--- config.mk ---
export PLATFORM = sky130hd
export DESIGN_NAME = aaf_core
export DESIGN_NICKNAME = d
export VERILOG_FILES = /design/src/aaf_pkg.sv /design/src/aaf_core.sv
export SDC_FILE = /design/constraint.sdc
export NUM_CORES = 1
export LEC_CHECK = 0
export BUFFER_PORTS_ARGS = -buffer_cell sky130_fd_sc_hd__buf_4
export CORE_MARGIN = 5
export CORE_UTILIZATION = 60
export CTS_BUF_LIST = sky130_fd_sc_hd__clkbuf_8 sky130_fd_sc_hd__clkbuf_16
export DETAILED_ROUTE_END_ITERATION = 12
export GPL_ROUTABILITY_DRIVEN = 0
export GPL_TIMING_DRIVEN = 0
export HOLD_SLACK_MARGIN = 0.15
export MAX_ROUTING_LAYER = met4
export PLACE_DENSITY = 0.9
export REMOVE_ABC_BUFFERS = 1
export SYNTH_ARGS = -nofsm -noshare
export SYNTH_HDL_FRONTEND = slang
export SYNTH_SLANG_ARGS = --single-unit
--- constraint.sdc ---
create_clock -name ref_clk_i -period 7.6 [get_ports ref_clk_i]
set_input_delay 0.38 -clock ref_clk_i [delete_from_list [all_inputs] [get_ports ref_clk_i]]
set_output_delay 0.38 -clock ref_clk_i [all_outputs]
set_load 0.02 [all_outputs]
--- src/aaf_pkg.sv ---
// package: constants for the accumulator add and flags datapath slice
package aaf_pkg;
   // register indices on the plain register port
   localparam logic [3:0] ADDR_FIRST_ACC   = 4'h0;
   localparam logic [3:0] ADDR_SECOND_ACC  = 4'h1;
   localparam logic [3:0] ADDR_FLAGS       = 4'h2;
   localparam logic [3:0] ADDR_INDEX_X_LO  = 4'h3;
   localparam logic [3:0] ADDR_INDEX_X_HI  = 4'h4;
   localparam logic [3:0] ADDR_INDEX_Y_LO  = 4'h5;
   localparam logic [3:0] ADDR_INDEX_Y_HI  = 4'h6;
   localparam logic [3:0] ADDR_STATUS      = 4'h7;
   // flag bit positions
   localparam int FLAG_STOP_DIS = 7;
   localparam int FLAG_XMASK    = 6;
   localparam int FLAG_HALF     = 5;
   localparam int FLAG_IMASK    = 4;
   localparam int FLAG_NEG      = 3;
   localparam int FLAG_ZERO     = 2;
   localparam int FLAG_OVF      = 1;
   localparam int FLAG_CARRY    = 0;
   // reset values
   localparam logic [7:0] FLAGS_RESET = 8'hD0;
   localparam logic [7:0] ACC_RESET   = 8'h00;
   localparam logic [15:0] PC_RESET   = 16'h0000;
   // opcode of the accumulator add
   localparam logic [7:0] OPC_ADD_SECOND_TO_FIRST = 8'h1B;
   // addressing mode selector for the operand address unit
   localparam logic [1:0] AMODE_DIRECT  = 2'h0;
   localparam logic [1:0] AMODE_INDEX_X = 2'h1;
   localparam logic [1:0] AMODE_INDEX_Y = 2'h2;
   localparam logic [1:0] AMODE_BRANCH  = 2'h3;
   typedef enum logic [1:0] {AAF_FETCH, AAF_EXEC} aaf_state_e;
endpackage : aaf_pkg

--- src/aaf_core.sv ---
// module: accumulator add datapath with condition flags and operand address unit
//
// The address map and the strobed register port were left to the implementer.
`timescale 1ns/1ps
// ====================================================================
// What this block does
// (RL1) paired accumulator is first accumulator high byte, second accumulator low byte
// (RL2) flags bit 7 stop-disable, 6 nmi mask, 5 half carry, 4 irq mask
// (RL3) flags bit 3 negative, 2 zero, 1 overflow, 0 carry
// (RL4) direct address is operand byte with upper byte forced to zero
// (RL5) indexed address is index plus unsigned offset 0..255
// (RL6) branch target is next address plus sign-extended offset -128..127
// (RL7) add writes 8-bit sum into first accumulator, second unchanged
// (RL8) half carry set on carry out of bit 3
// (RL9) negative takes result bit 7
// (RL10) zero set exactly when result is all zero
// (RL11) overflow set when operand signs equal and result sign differs
// (RL12) carry set on carry out of bit 7 from sign bits
// (RL13) opcode 1B, two cycles: opcode fetch then next address read
// (RL14) add leaves stop-disable and both mask bits unchanged
// (RL15) all flags commit in the same cycle as the sum write
module aaf_core
   import aaf_pkg::*;
(
   input  wire logic        ref_clk_i,
   input  wire logic        srst_i,
   input  wire logic        clk_en_i,
   // register port
   input  wire logic [3:0]  reg_addr_i,
   input  wire logic [7:0]  reg_wdata_i,
   input  wire logic        reg_wr_i,
   input  wire logic        reg_rd_i,
   output logic      [7:0]  reg_rdata_o,
   // instruction fetch on the cpu bus
   output logic      [15:0] fetch_addr_o,
   output logic             fetch_rd_o,
   input  wire logic [7:0]  fetch_data_i,
   input  wire logic        run_i,
   // operand address unit
   input  wire logic [1:0]  amode_i,
   input  wire logic [7:0]  offset_i,
   input  wire logic [15:0] next_addr_i,
   output logic      [15:0] oper_addr_o,
   // state views
   output logic      [15:0] paired_accumulator_o,
   output logic      [7:0]  condition_flags_o,
   output logic             add_done_o
);
   import aaf_pkg::*;

   // ====================================================================
   // state
   typedef struct packed {
      aaf_state_e  st;
      logic [7:0]  first_acc;
      logic [7:0]  second_acc;
      logic [7:0]  flags;
      logic [15:0] idx_x;
      logic [15:0] idx_y;
      logic [15:0] pc;
      logic [7:0]  rdata;
      logic [15:0] oper_addr;
      logic        done;
      logic [7:0]  add_count;
   } aaf_state_s;

   aaf_state_s s_r;
   aaf_state_s s_nxt;

   // ====================================================================
   // functions
   function automatic logic [15:0] aaf_add16(input logic [15:0] base, input logic [15:0] ofs);
      aaf_add16 = base + ofs;
   endfunction

   // carry out of one bit from operand and result bits; serves bit 3 and bit 7 alike
   function automatic logic aaf_carry_out(input logic x, input logic m, input logic r);
      aaf_carry_out = (x & m) | (m & ~r) | (~r & x);
   endfunction

   function automatic logic [15:0] aaf_oper_addr(input logic [1:0]  mode,
                                                 input logic [7:0]  ofs,
                                                 input logic [15:0] x,
                                                 input logic [15:0] y,
                                                 input logic [15:0] nxt);
      logic [15:0] a;
      a = 16'h0000;
      unique case (mode)
         AMODE_DIRECT:  a = {8'h00, ofs};                           // [RL4]
         AMODE_INDEX_X: a = aaf_add16(x, {8'h00, ofs});             // [RL5]
         AMODE_INDEX_Y: a = aaf_add16(y, {8'h00, ofs});             // [RL5]
         AMODE_BRANCH:  a = aaf_add16(nxt, {{8{ofs[7]}}, ofs});     // [RL6]
      endcase
      return a;
   endfunction

   // ====================================================================
   // next state
   logic [7:0] sum;
   logic       c3;
   logic       a7;
   logic       b7;
   logic       r7;

   always_comb begin
      s_nxt = s_r;
      sum   = s_r.first_acc + s_r.second_acc;
      c3    = aaf_carry_out(s_r.first_acc[3], s_r.second_acc[3], sum[3]);
      a7    = s_r.first_acc[7];
      b7    = s_r.second_acc[7];
      r7    = sum[7];
      s_nxt.done      = 1'b0;
      s_nxt.oper_addr = aaf_oper_addr(amode_i, offset_i, s_r.idx_x, s_r.idx_y, next_addr_i);
      s_nxt.rdata     = 8'h00;

      // one fetch per cycle; an opcode other than the add is not executed here
      unique case (s_r.st)
         AAF_FETCH: begin
            if (run_i) begin
               s_nxt.pc = s_r.pc + 16'h0001;
               if (fetch_data_i == OPC_ADD_SECOND_TO_FIRST) begin       // [RL13]
                  s_nxt.st = AAF_EXEC;
               end
            end
         end
         AAF_EXEC: begin
            // second cycle reads the next address; its data are discarded [RL13]
            s_nxt.st        = AAF_FETCH;
            s_nxt.first_acc = sum;                                       // [RL7]
            // flags commit together with the sum [RL15]
            s_nxt.flags[FLAG_HALF]  = c3;                                // [RL8]
            s_nxt.flags[FLAG_NEG]   = r7;                                // [RL9]
            s_nxt.flags[FLAG_ZERO]  = (sum == 8'h00);                    // [RL10]
            s_nxt.flags[FLAG_OVF]   = (a7 & b7 & ~r7) | (~a7 & ~b7 & r7); // [RL11]
            s_nxt.flags[FLAG_CARRY] = aaf_carry_out(a7, b7, r7);         // [RL12]
            // stop-disable and mask bits keep their value [RL14]
            s_nxt.done      = 1'b1;
            s_nxt.add_count = s_r.add_count + 8'h01;
         end
      endcase

      // software writes; an add commit in the same cycle wins on the first accumulator and the flags
      if (reg_wr_i && !(s_r.st == AAF_EXEC && (reg_addr_i == ADDR_FIRST_ACC
                                               || reg_addr_i == ADDR_FLAGS))) begin
         unique case (reg_addr_i)
            ADDR_FIRST_ACC:  s_nxt.first_acc   = reg_wdata_i;
            ADDR_SECOND_ACC: s_nxt.second_acc  = reg_wdata_i;
            ADDR_FLAGS:      s_nxt.flags       = reg_wdata_i;            // [RL2] [RL3]
            ADDR_INDEX_X_LO: s_nxt.idx_x[7:0]  = reg_wdata_i;
            ADDR_INDEX_X_HI: s_nxt.idx_x[15:8] = reg_wdata_i;
            ADDR_INDEX_Y_LO: s_nxt.idx_y[7:0]  = reg_wdata_i;
            ADDR_INDEX_Y_HI: s_nxt.idx_y[15:8] = reg_wdata_i;
            default: ;
         endcase
      end

      if (reg_rd_i) begin
         unique case (reg_addr_i)
            ADDR_FIRST_ACC:  s_nxt.rdata = s_r.first_acc;
            ADDR_SECOND_ACC: s_nxt.rdata = s_r.second_acc;
            ADDR_FLAGS:      s_nxt.rdata = s_r.flags;
            ADDR_INDEX_X_LO: s_nxt.rdata = s_r.idx_x[7:0];
            ADDR_INDEX_X_HI: s_nxt.rdata = s_r.idx_x[15:8];
            ADDR_INDEX_Y_LO: s_nxt.rdata = s_r.idx_y[7:0];
            ADDR_INDEX_Y_HI: s_nxt.rdata = s_r.idx_y[15:8];
            ADDR_STATUS:     s_nxt.rdata = s_r.add_count;
            default:         s_nxt.rdata = 8'h00;
         endcase
      end
   end

   // ====================================================================
   // registers
   always_ff @(posedge ref_clk_i) begin
      if (srst_i) begin
         s_r.st         <= AAF_FETCH;
         s_r.first_acc  <= ACC_RESET;
         s_r.second_acc <= ACC_RESET;
         s_r.flags      <= FLAGS_RESET;
         s_r.idx_x      <= 16'h0000;
         s_r.idx_y      <= 16'h0000;
         s_r.pc         <= PC_RESET;
         s_r.rdata      <= 8'h00;
         s_r.oper_addr  <= 16'h0000;
         s_r.done       <= 1'b0;
         s_r.add_count  <= 8'h00;
      end else if (clk_en_i) begin
         s_r <= s_nxt;
      end
   end

   // ====================================================================
   // outputs
   assign reg_rdata_o          = s_r.rdata;
   assign fetch_addr_o         = s_r.pc;
   assign fetch_rd_o           = run_i | (s_r.st == AAF_EXEC);
   assign oper_addr_o          = s_r.oper_addr;
   assign paired_accumulator_o = {s_r.first_acc, s_r.second_acc};   // [RL1]
   assign condition_flags_o    = s_r.flags;
   assign add_done_o           = s_r.done;

endmodule : aaf_core

==> results of run 1 <==
worst max-delay path, cell delays in order:
cell,delay (ps)
sky130_fd_sc_hd__buf_4,110
sky130_fd_sc_hd__inv_1,90
sky130_fd_sc_hd__ha_1,580
sky130_fd_sc_hd__mux2_2,410
sky130_fd_sc_hd__ha_1,210
sky130_fd_sc_hd__fa_1,420
sky130_fd_sc_hd__a211oi_1,340
sky130_fd_sc_hd__o21ai_0,200
sky130_fd_sc_hd__nand2_1,190
sky130_fd_sc_hd__xor2_1,90
sky130_fd_sc_hd__a22o_1,260
sky130_fd_sc_hd__a32o_1,210
stage by stage:
step	setup WS [ps]	power, uW
floorplan	4610	698
global placement	4060	776
detailed placement	4080	780
CTS	4400	1270
global route	4200	1320
finish	4340	1270
kinds of logic after synthesis:
logic type / after synthesis / share of synthesized area [%]
buffers and inverters: 121 / 10.6
flip-flops: 106 / 29.9
multiplexers: 83 / 13.9
XOR/XNOR: 40 / 4.93
AO/OA/AOI/OAI: 168 / 15.3
AND/OR/NAND/NOR: 258 / 17.3
adder cells (fa/ha/maj): 43 / 8.10
power by group through the flow:
stage | registers, uW | clock network, uW | logic, uW
3_5_place_dp | 585 | 0 | 195
6_report | 572 | 502 | 198
5_1_grt | 573 | 535 | 217
4_1_cts | 572 | 503 | 197
3_3_place_gp | 584 | 0 | 192
2_1_floorplan | 592 | 0 | 106
path summary, 6_finish.rpt:
| check | start | endpoint |
|---|---|---|
| worst max-delay path | amode_i[0] | oper_addr_o[8] |
| worst min-delay path | reg_wdata_i[4] | paired_accumulator_o[4] |
| worst max register to register | paired_accumulator_o[1] | condition_flags_o[1] |
| worst min register to register | reg_rdata_o[6] | reg_rdata_o[6] |
state kept, by name (all words and copies together), names as in the netlist:
register              count
oper_addr_o              16
s_r                      41
paired_accumulator_o     16
reg_rdata_o               8
add_done_o                1
fetch_addr_o             16
condition_flags_o         8
area by class of cell:
type                            instances  share of cell area, %
Multi-Input combinational cell        592                   54.3
Inverter                               18                  0.866
Tap cell                              143                   2.29
Clock inverter                          5                   1.03
Clock buffer                           10                   3.06
Sequential cell                       106                   27.2
Timing Repair Buffer                  117                   11.3
routing by layer:
layer | global-route usage, % | up-vias | share of wire (%)
li1 | - | 2914 | -
met4 | 8.54 | 0 | 2.8
met2 | 41.2 | 315 | 48
met5 | - | - | 0
met3 | 5.64 | 59 | 8.4
met1 | 32.9 | 2904 | 41
layout by cell type, fill, tap and decap left out, drive strengths merged, types with 3 or more instances in the layout:
cell type and n:
nor2 113, fa 5, a211oi 13, nand2 48, nor4 3, clkinv 3, nand2b 5, a221oi 4
or2 3, o211ai 4, o21ai 39, buf 117, a21o 4, nand4 12, mux2i 57, and2 3
dfxtp 106, clkbuf 10, xnor2 15, nor3b 4, nor3 16, a21oi 50, mux2 15, o221ai 4
inv 17, nor2b 4, o21a 7, mux4 11, o21bai 4, xor2 25, nand3 22, and3 7
ha 38, nand3b 5, or3 9, o22ai 11, o31a 3, a22oi 6
==> impl_table.tex, run 1 <==
\begin{tabular}{lr}
\hline
Metric & Value \\
\hline
\multicolumn{2}{l}{\textbf{Die}} \\
\quad Total number of placement rows & 39 \\
\quad Placeable core region & roughly 12000 um\^{}2 \\
\quad Die height & 119 um \\
\quad Die W & about 120 um \\
\quad Floorplan die area & 14100 um\^{}2 \\
\quad Initial cell density of the core & 61.7\% \\
\quad IO Count & around 120 \\
\multicolumn{2}{l}{\textbf{Route}} \\
\quad Post-DR wirelength/cell & 18.3 um \\
\quad Total number of vias & between 6000 and 7000 \\
\quad Number of design-rule violations left by the first detailed-router iteration & 549 \\
\quad Residual DRC & 0 \\
\quad Final antenna-violating net count & 0 \\
\quad Detailed-routing iteration count for the pre-antenna-repair pass & 7 \\
\quad Vias per inst & between 6 and 7 \\
\quad Wirelength, routed & 18100 um \\
\multicolumn{2}{l}{\textbf{Finish}} \\
\quad Filler cells & 920 \\
\quad Share of cells above drive strength 1 & between 20 and 25\% \\
\quad Combined flip-flop and latch cell area & 2120 um\^{}2 \\
\quad Area of combinational cells with multiple inputs & $\sim$4200 um\^{}2 \\
\quad Number of nets in the layout & 939 \\
\quad Cell area after layout & 7800 um\^{}2 \\
\quad Final core occ & 67.8\% \\
\quad Non-filler cells in the finished layout & between 900 and 1000 \\
\quad Antenna fix cells & 0 \\
\quad Area overhead of the layout relative to synthesis & 9.82\% \\
\multicolumn{2}{l}{\textbf{STA}} \\
\quad Max frequency & about 310 MHz \\
\quad Final-report hold violation count & 0 \\
\quad Slew headroom & a little over a third \\
\quad Worst clock skew on the final layout & around 12 ps \\
\quad Crit share post-route & 42.9\% \\
\quad Minimum clock period after layout & 3260 ps \\
\quad Worst hold slack & 344 ps \\
\quad Final-report setup violation count & 0 \\
\quad Setup repair after global routing missed its margin & no \\
\quad Setup Total Neg Slack & 0 ps \\
\quad Transition time at the pin with the least slew margin & around 960 ps \\
\quad Number of slew-limit violations in the final report & 0 \\
\multicolumn{2}{l}{\textbf{Clocking}} \\
\quad Clock tree from TritonCTS & yes \\
\quad Number of levels in the clock H-tree & 3 \\
\quad Clock Pin Slew Worst Setup and Hold Paths & 70 ps \\
\quad Clock buffer count from CTS & 9 \\
\quad Number of setup buffers added after CTS & 0 \\
\quad Total of cells resized after clock tree synthesis & 0 \\
\quad Clock network latency to the later pin of the worst-skew pair & 350 ps \\
\quad Quantity of hold-fixing buffers added after cts & 0 \\
\quad TritonCTS Sinks & approximately 110 \\
\quad Clock Root Buffer & sky130\_fd\_sc\_hd\_\_clkbuf\_16 \\
\quad Clock Path Buffers & 2 \\
\multicolumn{2}{l}{\textbf{Run}} \\
\quad MaxCap Viol Count & 0 \\
\multicolumn{2}{l}{\textbf{Placement}} \\
\quad Inst Count DP & 976 \\
\quad I/O Buffers & 117 \\
\quad HPWL reported at the end of detailed placement & 12900 um \\
\quad Post-DP Area & 7490 um\^{}2 \\
\multicolumn{2}{l}{\textbf{Synth}} \\
\quad Count of flip-flops with a built-in enable after synthesis & 0 \\
\quad Primary FF master, synth & sky130\_fd\_sc\_hd\_\_dfxtp\_1 \\
\quad Flops \& latches, synth & 106 \\
\quad Netlist Area Pre-Place & 7110 um\^{}2 \\
\quad Post-synthesis average cell area & 8.68 um\^{}2 \\
\quad Synth warnings & 0 \\
\quad Cell type contributing the most total cell area after synthesis & sky130\_fd\_sc\_hd\_\_dfxtp\_1 \\
\quad Top cells by area in the synthesized netlist & sky130\_fd\_sc\_hd\_\_dfxtp\_1 (30\%), sky130\_fd\_sc\_hd\_\_mux2i\_1 (8.0\%), sky130\_fd\_sc\_hd\_\_buf\_4 (6.9\%), sky130\_fd\_sc\_hd\_\_ha\_1 (6.7\%), sky130\_fd\_sc\_hd\_\_nor2\_1 (6.0\%) \\
\quad Synthesized netlist cell count & around 820 \\
\quad Area fraction of the dominant cell type after synthesis & between 20\% and 30\% \\
\quad Netlist cell types & 68 \\
\quad Share of the yosys chip area belonging to registers & 29.9\% \\
\quad Async set-reset flop share out of synthesis & 0\% \\
\quad Most repeated cell in the gate-level netlist after synthesis & sky130\_fd\_sc\_hd\_\_nor2\_1 \\
\quad Cell types with the highest counts after synthesis & sky130\_fd\_sc\_hd\_\_nor2\_1 (113), sky130\_fd\_sc\_hd\_\_dfxtp\_1 (106), sky130\_fd\_sc\_hd\_\_buf\_4 (65) \\
\multicolumn{2}{l}{\textbf{Pwr}} \\
\quad Internal & 944 uW \\
\quad Static Leak & 0.00330 uW \\
\quad Peak supply drop & between 0.0001 and 0.00015 V \\
\quad Switching power total & around 330 uW \\
\quad Power share of the combinational group & between 15 and 20\% \\
\quad Proportion of power drawn by flip-flops and latches & between 40\% and 50\% \\
\quad Total power density per cell area & roughly 160 nW/um\^{}2 \\
\quad Clock group share of total power & 39.5\% \\
\quad Share of total power consumed by net switching & around 26\% \\
\multicolumn{2}{l}{\textbf{Setup path}} \\
\quad Type of the worst setup path & in -> reg \\
\quad Sort of element at the start of the critical path & primary input \\
\quad Critical path arrival & 3490 ps \\
\quad Reg2Reg Depth & 12 \\
\quad Reg2reg setup slack & 4370 ps \\
\quad Capturing element type of the critical path & register \\
\quad Biggest fanout along the worst timing path & 11 \\
\quad Data required time of the critical path & 7830 ps \\
\multicolumn{2}{l}{\textbf{Min path}} \\
\quad Worst hold path class & in -> reg \\
\quad Cell depth of the worst hold path & 3 \\
\multicolumn{2}{l}{\textbf{GRT}} \\
\quad Pin count of the biggest net entering global routing & a little over 90 \\
\quad First-pass GRT wire length & 29500 um \\
\quad Global-route usage over all layers & 25.9\% \\
\quad Vias in the first global route & 5896 \\
\quad Total congestion overflow & 0 \\
\quad Initial antenna violation count & 0 \\
\multicolumn{2}{l}{\textbf{Outcome}} \\
\quad Outcome & completed \\
\hline
\end{tabular}
Note: power is estimated with default switching activity, not from simulation.
==> run 2: changes to the inputs <==
CORE_UTILIZATION = 58   (was 60)
PLACE_DENSITY = 0.88   (was 0.9)
clock period = 3.1 ns   (was 7.6 ns; I/O delays follow)
==> impl_table.tex, run 2 (synthesis results as in run 1) <==
\begin{tabular}{lr}
\hline
Metric & Value \\
\hline
\multicolumn{2}{l}{\textbf{Clocking}} \\
\quad Clock network latency to the later pin of the worst-skew pair & 350 ps \\
\quad Number of levels in the clock H-tree & 3 \\
\quad Clock Path Buffers & 2 \\
\quad Clock tree from TritonCTS & yes \\
\quad Number of setup buffers added after CTS & 0 \\
\quad TritonCTS Sinks & 106 \\
\quad Clock Pin Slew Worst Setup and Hold Paths & 70 ps \\
\quad Clock buffer count from CTS & 9 \\
\quad Clock Root Buffer & sky130\_fd\_sc\_hd\_\_clkbuf\_16 \\
\multicolumn{2}{l}{\textbf{STA}} \\
\quad Setup repair after global routing missed its margin & no \\
\quad Worst clock skew on the final layout & 8.06 ps \\
\quad Transition time at the pin with the least slew margin & 939 ps \\
\quad Final-report setup violation count & 0 \\
\quad Setup Total Neg Slack & 0 ps \\
\quad Final-report hold violation count & 0 \\
\quad Crit share post-route & slightly below 100\% \\
\quad Minimum clock period after layout & 3000 ps \\
\quad Slew headroom & 37.0\% \\
\quad Setup slack after layout & 103 ps \\
\quad Number of slew-limit violations in the final report & 0 \\
\quad Max frequency & 334 MHz \\
\multicolumn{2}{l}{\textbf{Die}} \\
\quad Total number of placement rows & 40 \\
\quad Initial cell density of the core & 59.2\% \\
\quad Floorplan die area & between 10000 and 15000 um\^{}2 \\
\quad Die W & approximately 120 um \\
\quad IO Count & about 120 \\
\quad Die height & roughly 120 um \\
\quad Placeable core region & 12000 um\^{}2 \\
\multicolumn{2}{l}{\textbf{Finish}} \\
\quad Area of combinational cells with multiple inputs & 4250 um\^{}2 \\
\quad Most common library cell in the layout ignoring fill and taps & sky130\_fd\_sc\_hd\_\_buf\_4 \\
\quad Flip-flop count of the largest register after layout & 41 \\
\quad Share of cells above drive strength 1 & approximately 21\% \\
\quad Antenna fix cells & 0 \\
\quad Number of nets in the layout & 950 \\
\quad Non-filler cells in the finished layout & 1006 \\
\quad Final core occ & 66.0\% \\
\quad Filler cells & between 900 and 1000 \\
\quad Combined flip-flop and latch cell area & 2130 um\^{}2 \\
\quad Most frequent cells in the layout & sky130\_fd\_sc\_hd\_\_buf\_4 (117), sky130\_fd\_sc\_hd\_\_nor2\_1 (113), sky130\_fd\_sc\_hd\_\_dfxtp\_1 (102) \\
\quad Most flop-heavy register & s\_r \\
\quad Area overhead of the layout relative to synthesis & 11.5\% \\
\multicolumn{2}{l}{\textbf{GRT}} \\
\quad Total congestion overflow & 0 \\
\quad GR Layer Usage met1 & 32.0\% \\
\quad Pin count of the biggest net entering global routing & 91 \\
\quad Initial antenna violation count & 0 \\
\quad Grt met3 use & 5.00\% \\
\quad First-pass GRT wire length & approximately 30000 um \\
\quad Gr busiest metal & met2 \\
\quad Met2 Track Usage GR & a little over two fifths \\
\quad Global-route usage over all layers & about a quarter \\
\quad Vias in the first global route & 6043 \\
\multicolumn{2}{l}{\textbf{Setup path}} \\
\quad Type of the worst setup path & reg -> reg \\
\quad Chain of cells forming the critical path & ha\_1 > a21o\_1 > a311o\_1 > a21oi\_2 > nor2\_1 > a211oi\_2 > fa\_1 > mux2i\_1 > o2bb2ai\_1 > nand2b\_1 > nand2\_1 > a21oi\_1 \\
\quad Cell family with most CP delay & compound AO/OA/AOI/OAI gates \\
\quad Capturing element type of the critical path & register \\
\quad Delay contributed by the slowest stage of the critical path & 510 ps \\
\quad Sort of element at the start of the critical path & register \\
\quad Worst-path cell with the longest stage delay & sky130\_fd\_sc\_hd\_\_fa\_1 \\
\quad Critical path arrival & about 3200 ps \\
\quad Data required time of the critical path & 3290 ps \\
\quad Buffer and inverter count on the worst path & 0 \\
\quad Biggest fanout along the worst timing path & 5 \\
\multicolumn{2}{l}{\textbf{Run}} \\
\quad MaxCap Viol Count & 0 \\
\multicolumn{2}{l}{\textbf{Pwr}} \\
\quad Share of total power consumed by net switching & 26.2\% \\
\quad Power share of the combinational group & 16.0\% \\
\quad Static Leak & 0.00335 uW \\
\quad Proportion of power drawn by flip-flops and latches & 45.0\% \\
\quad Internal & 2300 uW \\
\quad Overall power after layout & between 3000 and 4000 uW \\
\quad Clock group share of total power & 38.9\% \\
\quad Peak supply drop & 0.000246 V \\
\quad Switching power total & 817 uW \\
\quad Total power density per cell area & 393 nW/um\^{}2 \\
\multicolumn{2}{l}{\textbf{Route}} \\
\quad Number of design-rule violations left by the first detailed-router iteration & 611 \\
\quad Final antenna-violating net count & 0 \\
\quad Post-DR wirelength/cell & $\sim$18 um \\
\quad Vias per inst & 6.18 \\
\quad Wirelength, routed & 18600 um \\
\quad Detailed-routing iteration count for the pre-antenna-repair pass & 5 \\
\quad Residual DRC & 0 \\
\quad Total number of vias & 6216 \\
\multicolumn{2}{l}{\textbf{Placement}} \\
\quad HPWL reported at the end of detailed placement & 13200 um \\
\quad Inst Count DP & between 900 and 1000 \\
\quad I/O Buffers & 117 \\
\quad Setup slack after placement & -258 ps \\
\multicolumn{2}{l}{\textbf{Outcome}} \\
\quad Outcome & completed \\
\multicolumn{2}{l}{\textbf{Min path}} \\
\quad Worst hold path class & in -> reg \\
\hline
\end{tabular}
run 2: layer usage:
| layer | vias up | share of wire (%) |
|---|---|---|
| li1 | 2943 | - |
| met1 | 2936 | 42 |
| met2 | 287 | 49 |
| met3 | 50 | 7.1 |
| met4 | 0 | 2.1 |
| met5 | - | 0 |
run 2: layout make-up:
cell class / count / area share, %
flip-flops and latches: 106 / 26.8
well taps: 147 / 2.32
repair buffers: 128 / 12.5
clock buffers: 9 / 2.84
multi-input cells: 592 / 53.6
clock inverters: 6 / 1.06
inverters: 18 / 0.852
run 2: path summary, 6_finish.rpt:
path                                start                   end  slack [ps]  cells after the start
setup / recovery  paired_accumulator_o[1]  condition_flags_o[1]         100                     12
hold / removal                offset_i[4]        oper_addr_o[4]         180                      4
setup reg to reg  paired_accumulator_o[1]  condition_flags_o[1]         100                     12
hold reg to reg                add_done_o            add_done_o         470                      2
run 2: metrics by stage:
| stage | hold WS, ps | cell area (um^2) |
|---|---|---|
| 6_report | 181 | 7930 |
| 5_1_grt | 204 | 7930 |
| 2_1_floorplan | 224 | 6420 |
| 3_3_place_gp | 456 | 7480 |
| 3_5_place_dp | 458 | 7490 |
| 4_1_cts | 181 | 7910 |
run 2: power groups by stage:
stage / logic, uW / registers [uW] / clock network (uW)
after CTS: 493 / 1400 / 1220
after floorplan: 259 / 1450 / 0
after global placement: 471 / 1430 / 0
after global routing: 544 / 1410 / 1270
after detailed placement: 480 / 1430 / 0
final: 500 / 1400 / 1210
run 2: timing repair:
| item | CTS | global route |
|---|---|---|
| endpoints found under the setup margin | 1 | 6 |
| endpoints found under the hold margin | 37 | 0 |
| resized for setup | 3 | 4 |
| hold buffers | 11 | 0 |
| cloned | 0 | 0 |
run 2: worst min-delay path, cell delays in order:
cell	delay [ps]
sky130_fd_sc_hd__buf_4	100
sky130_fd_sc_hd__nand2_1	50
sky130_fd_sc_hd__o21ai_0	60
sky130_fd_sc_hd__a31o_2	140
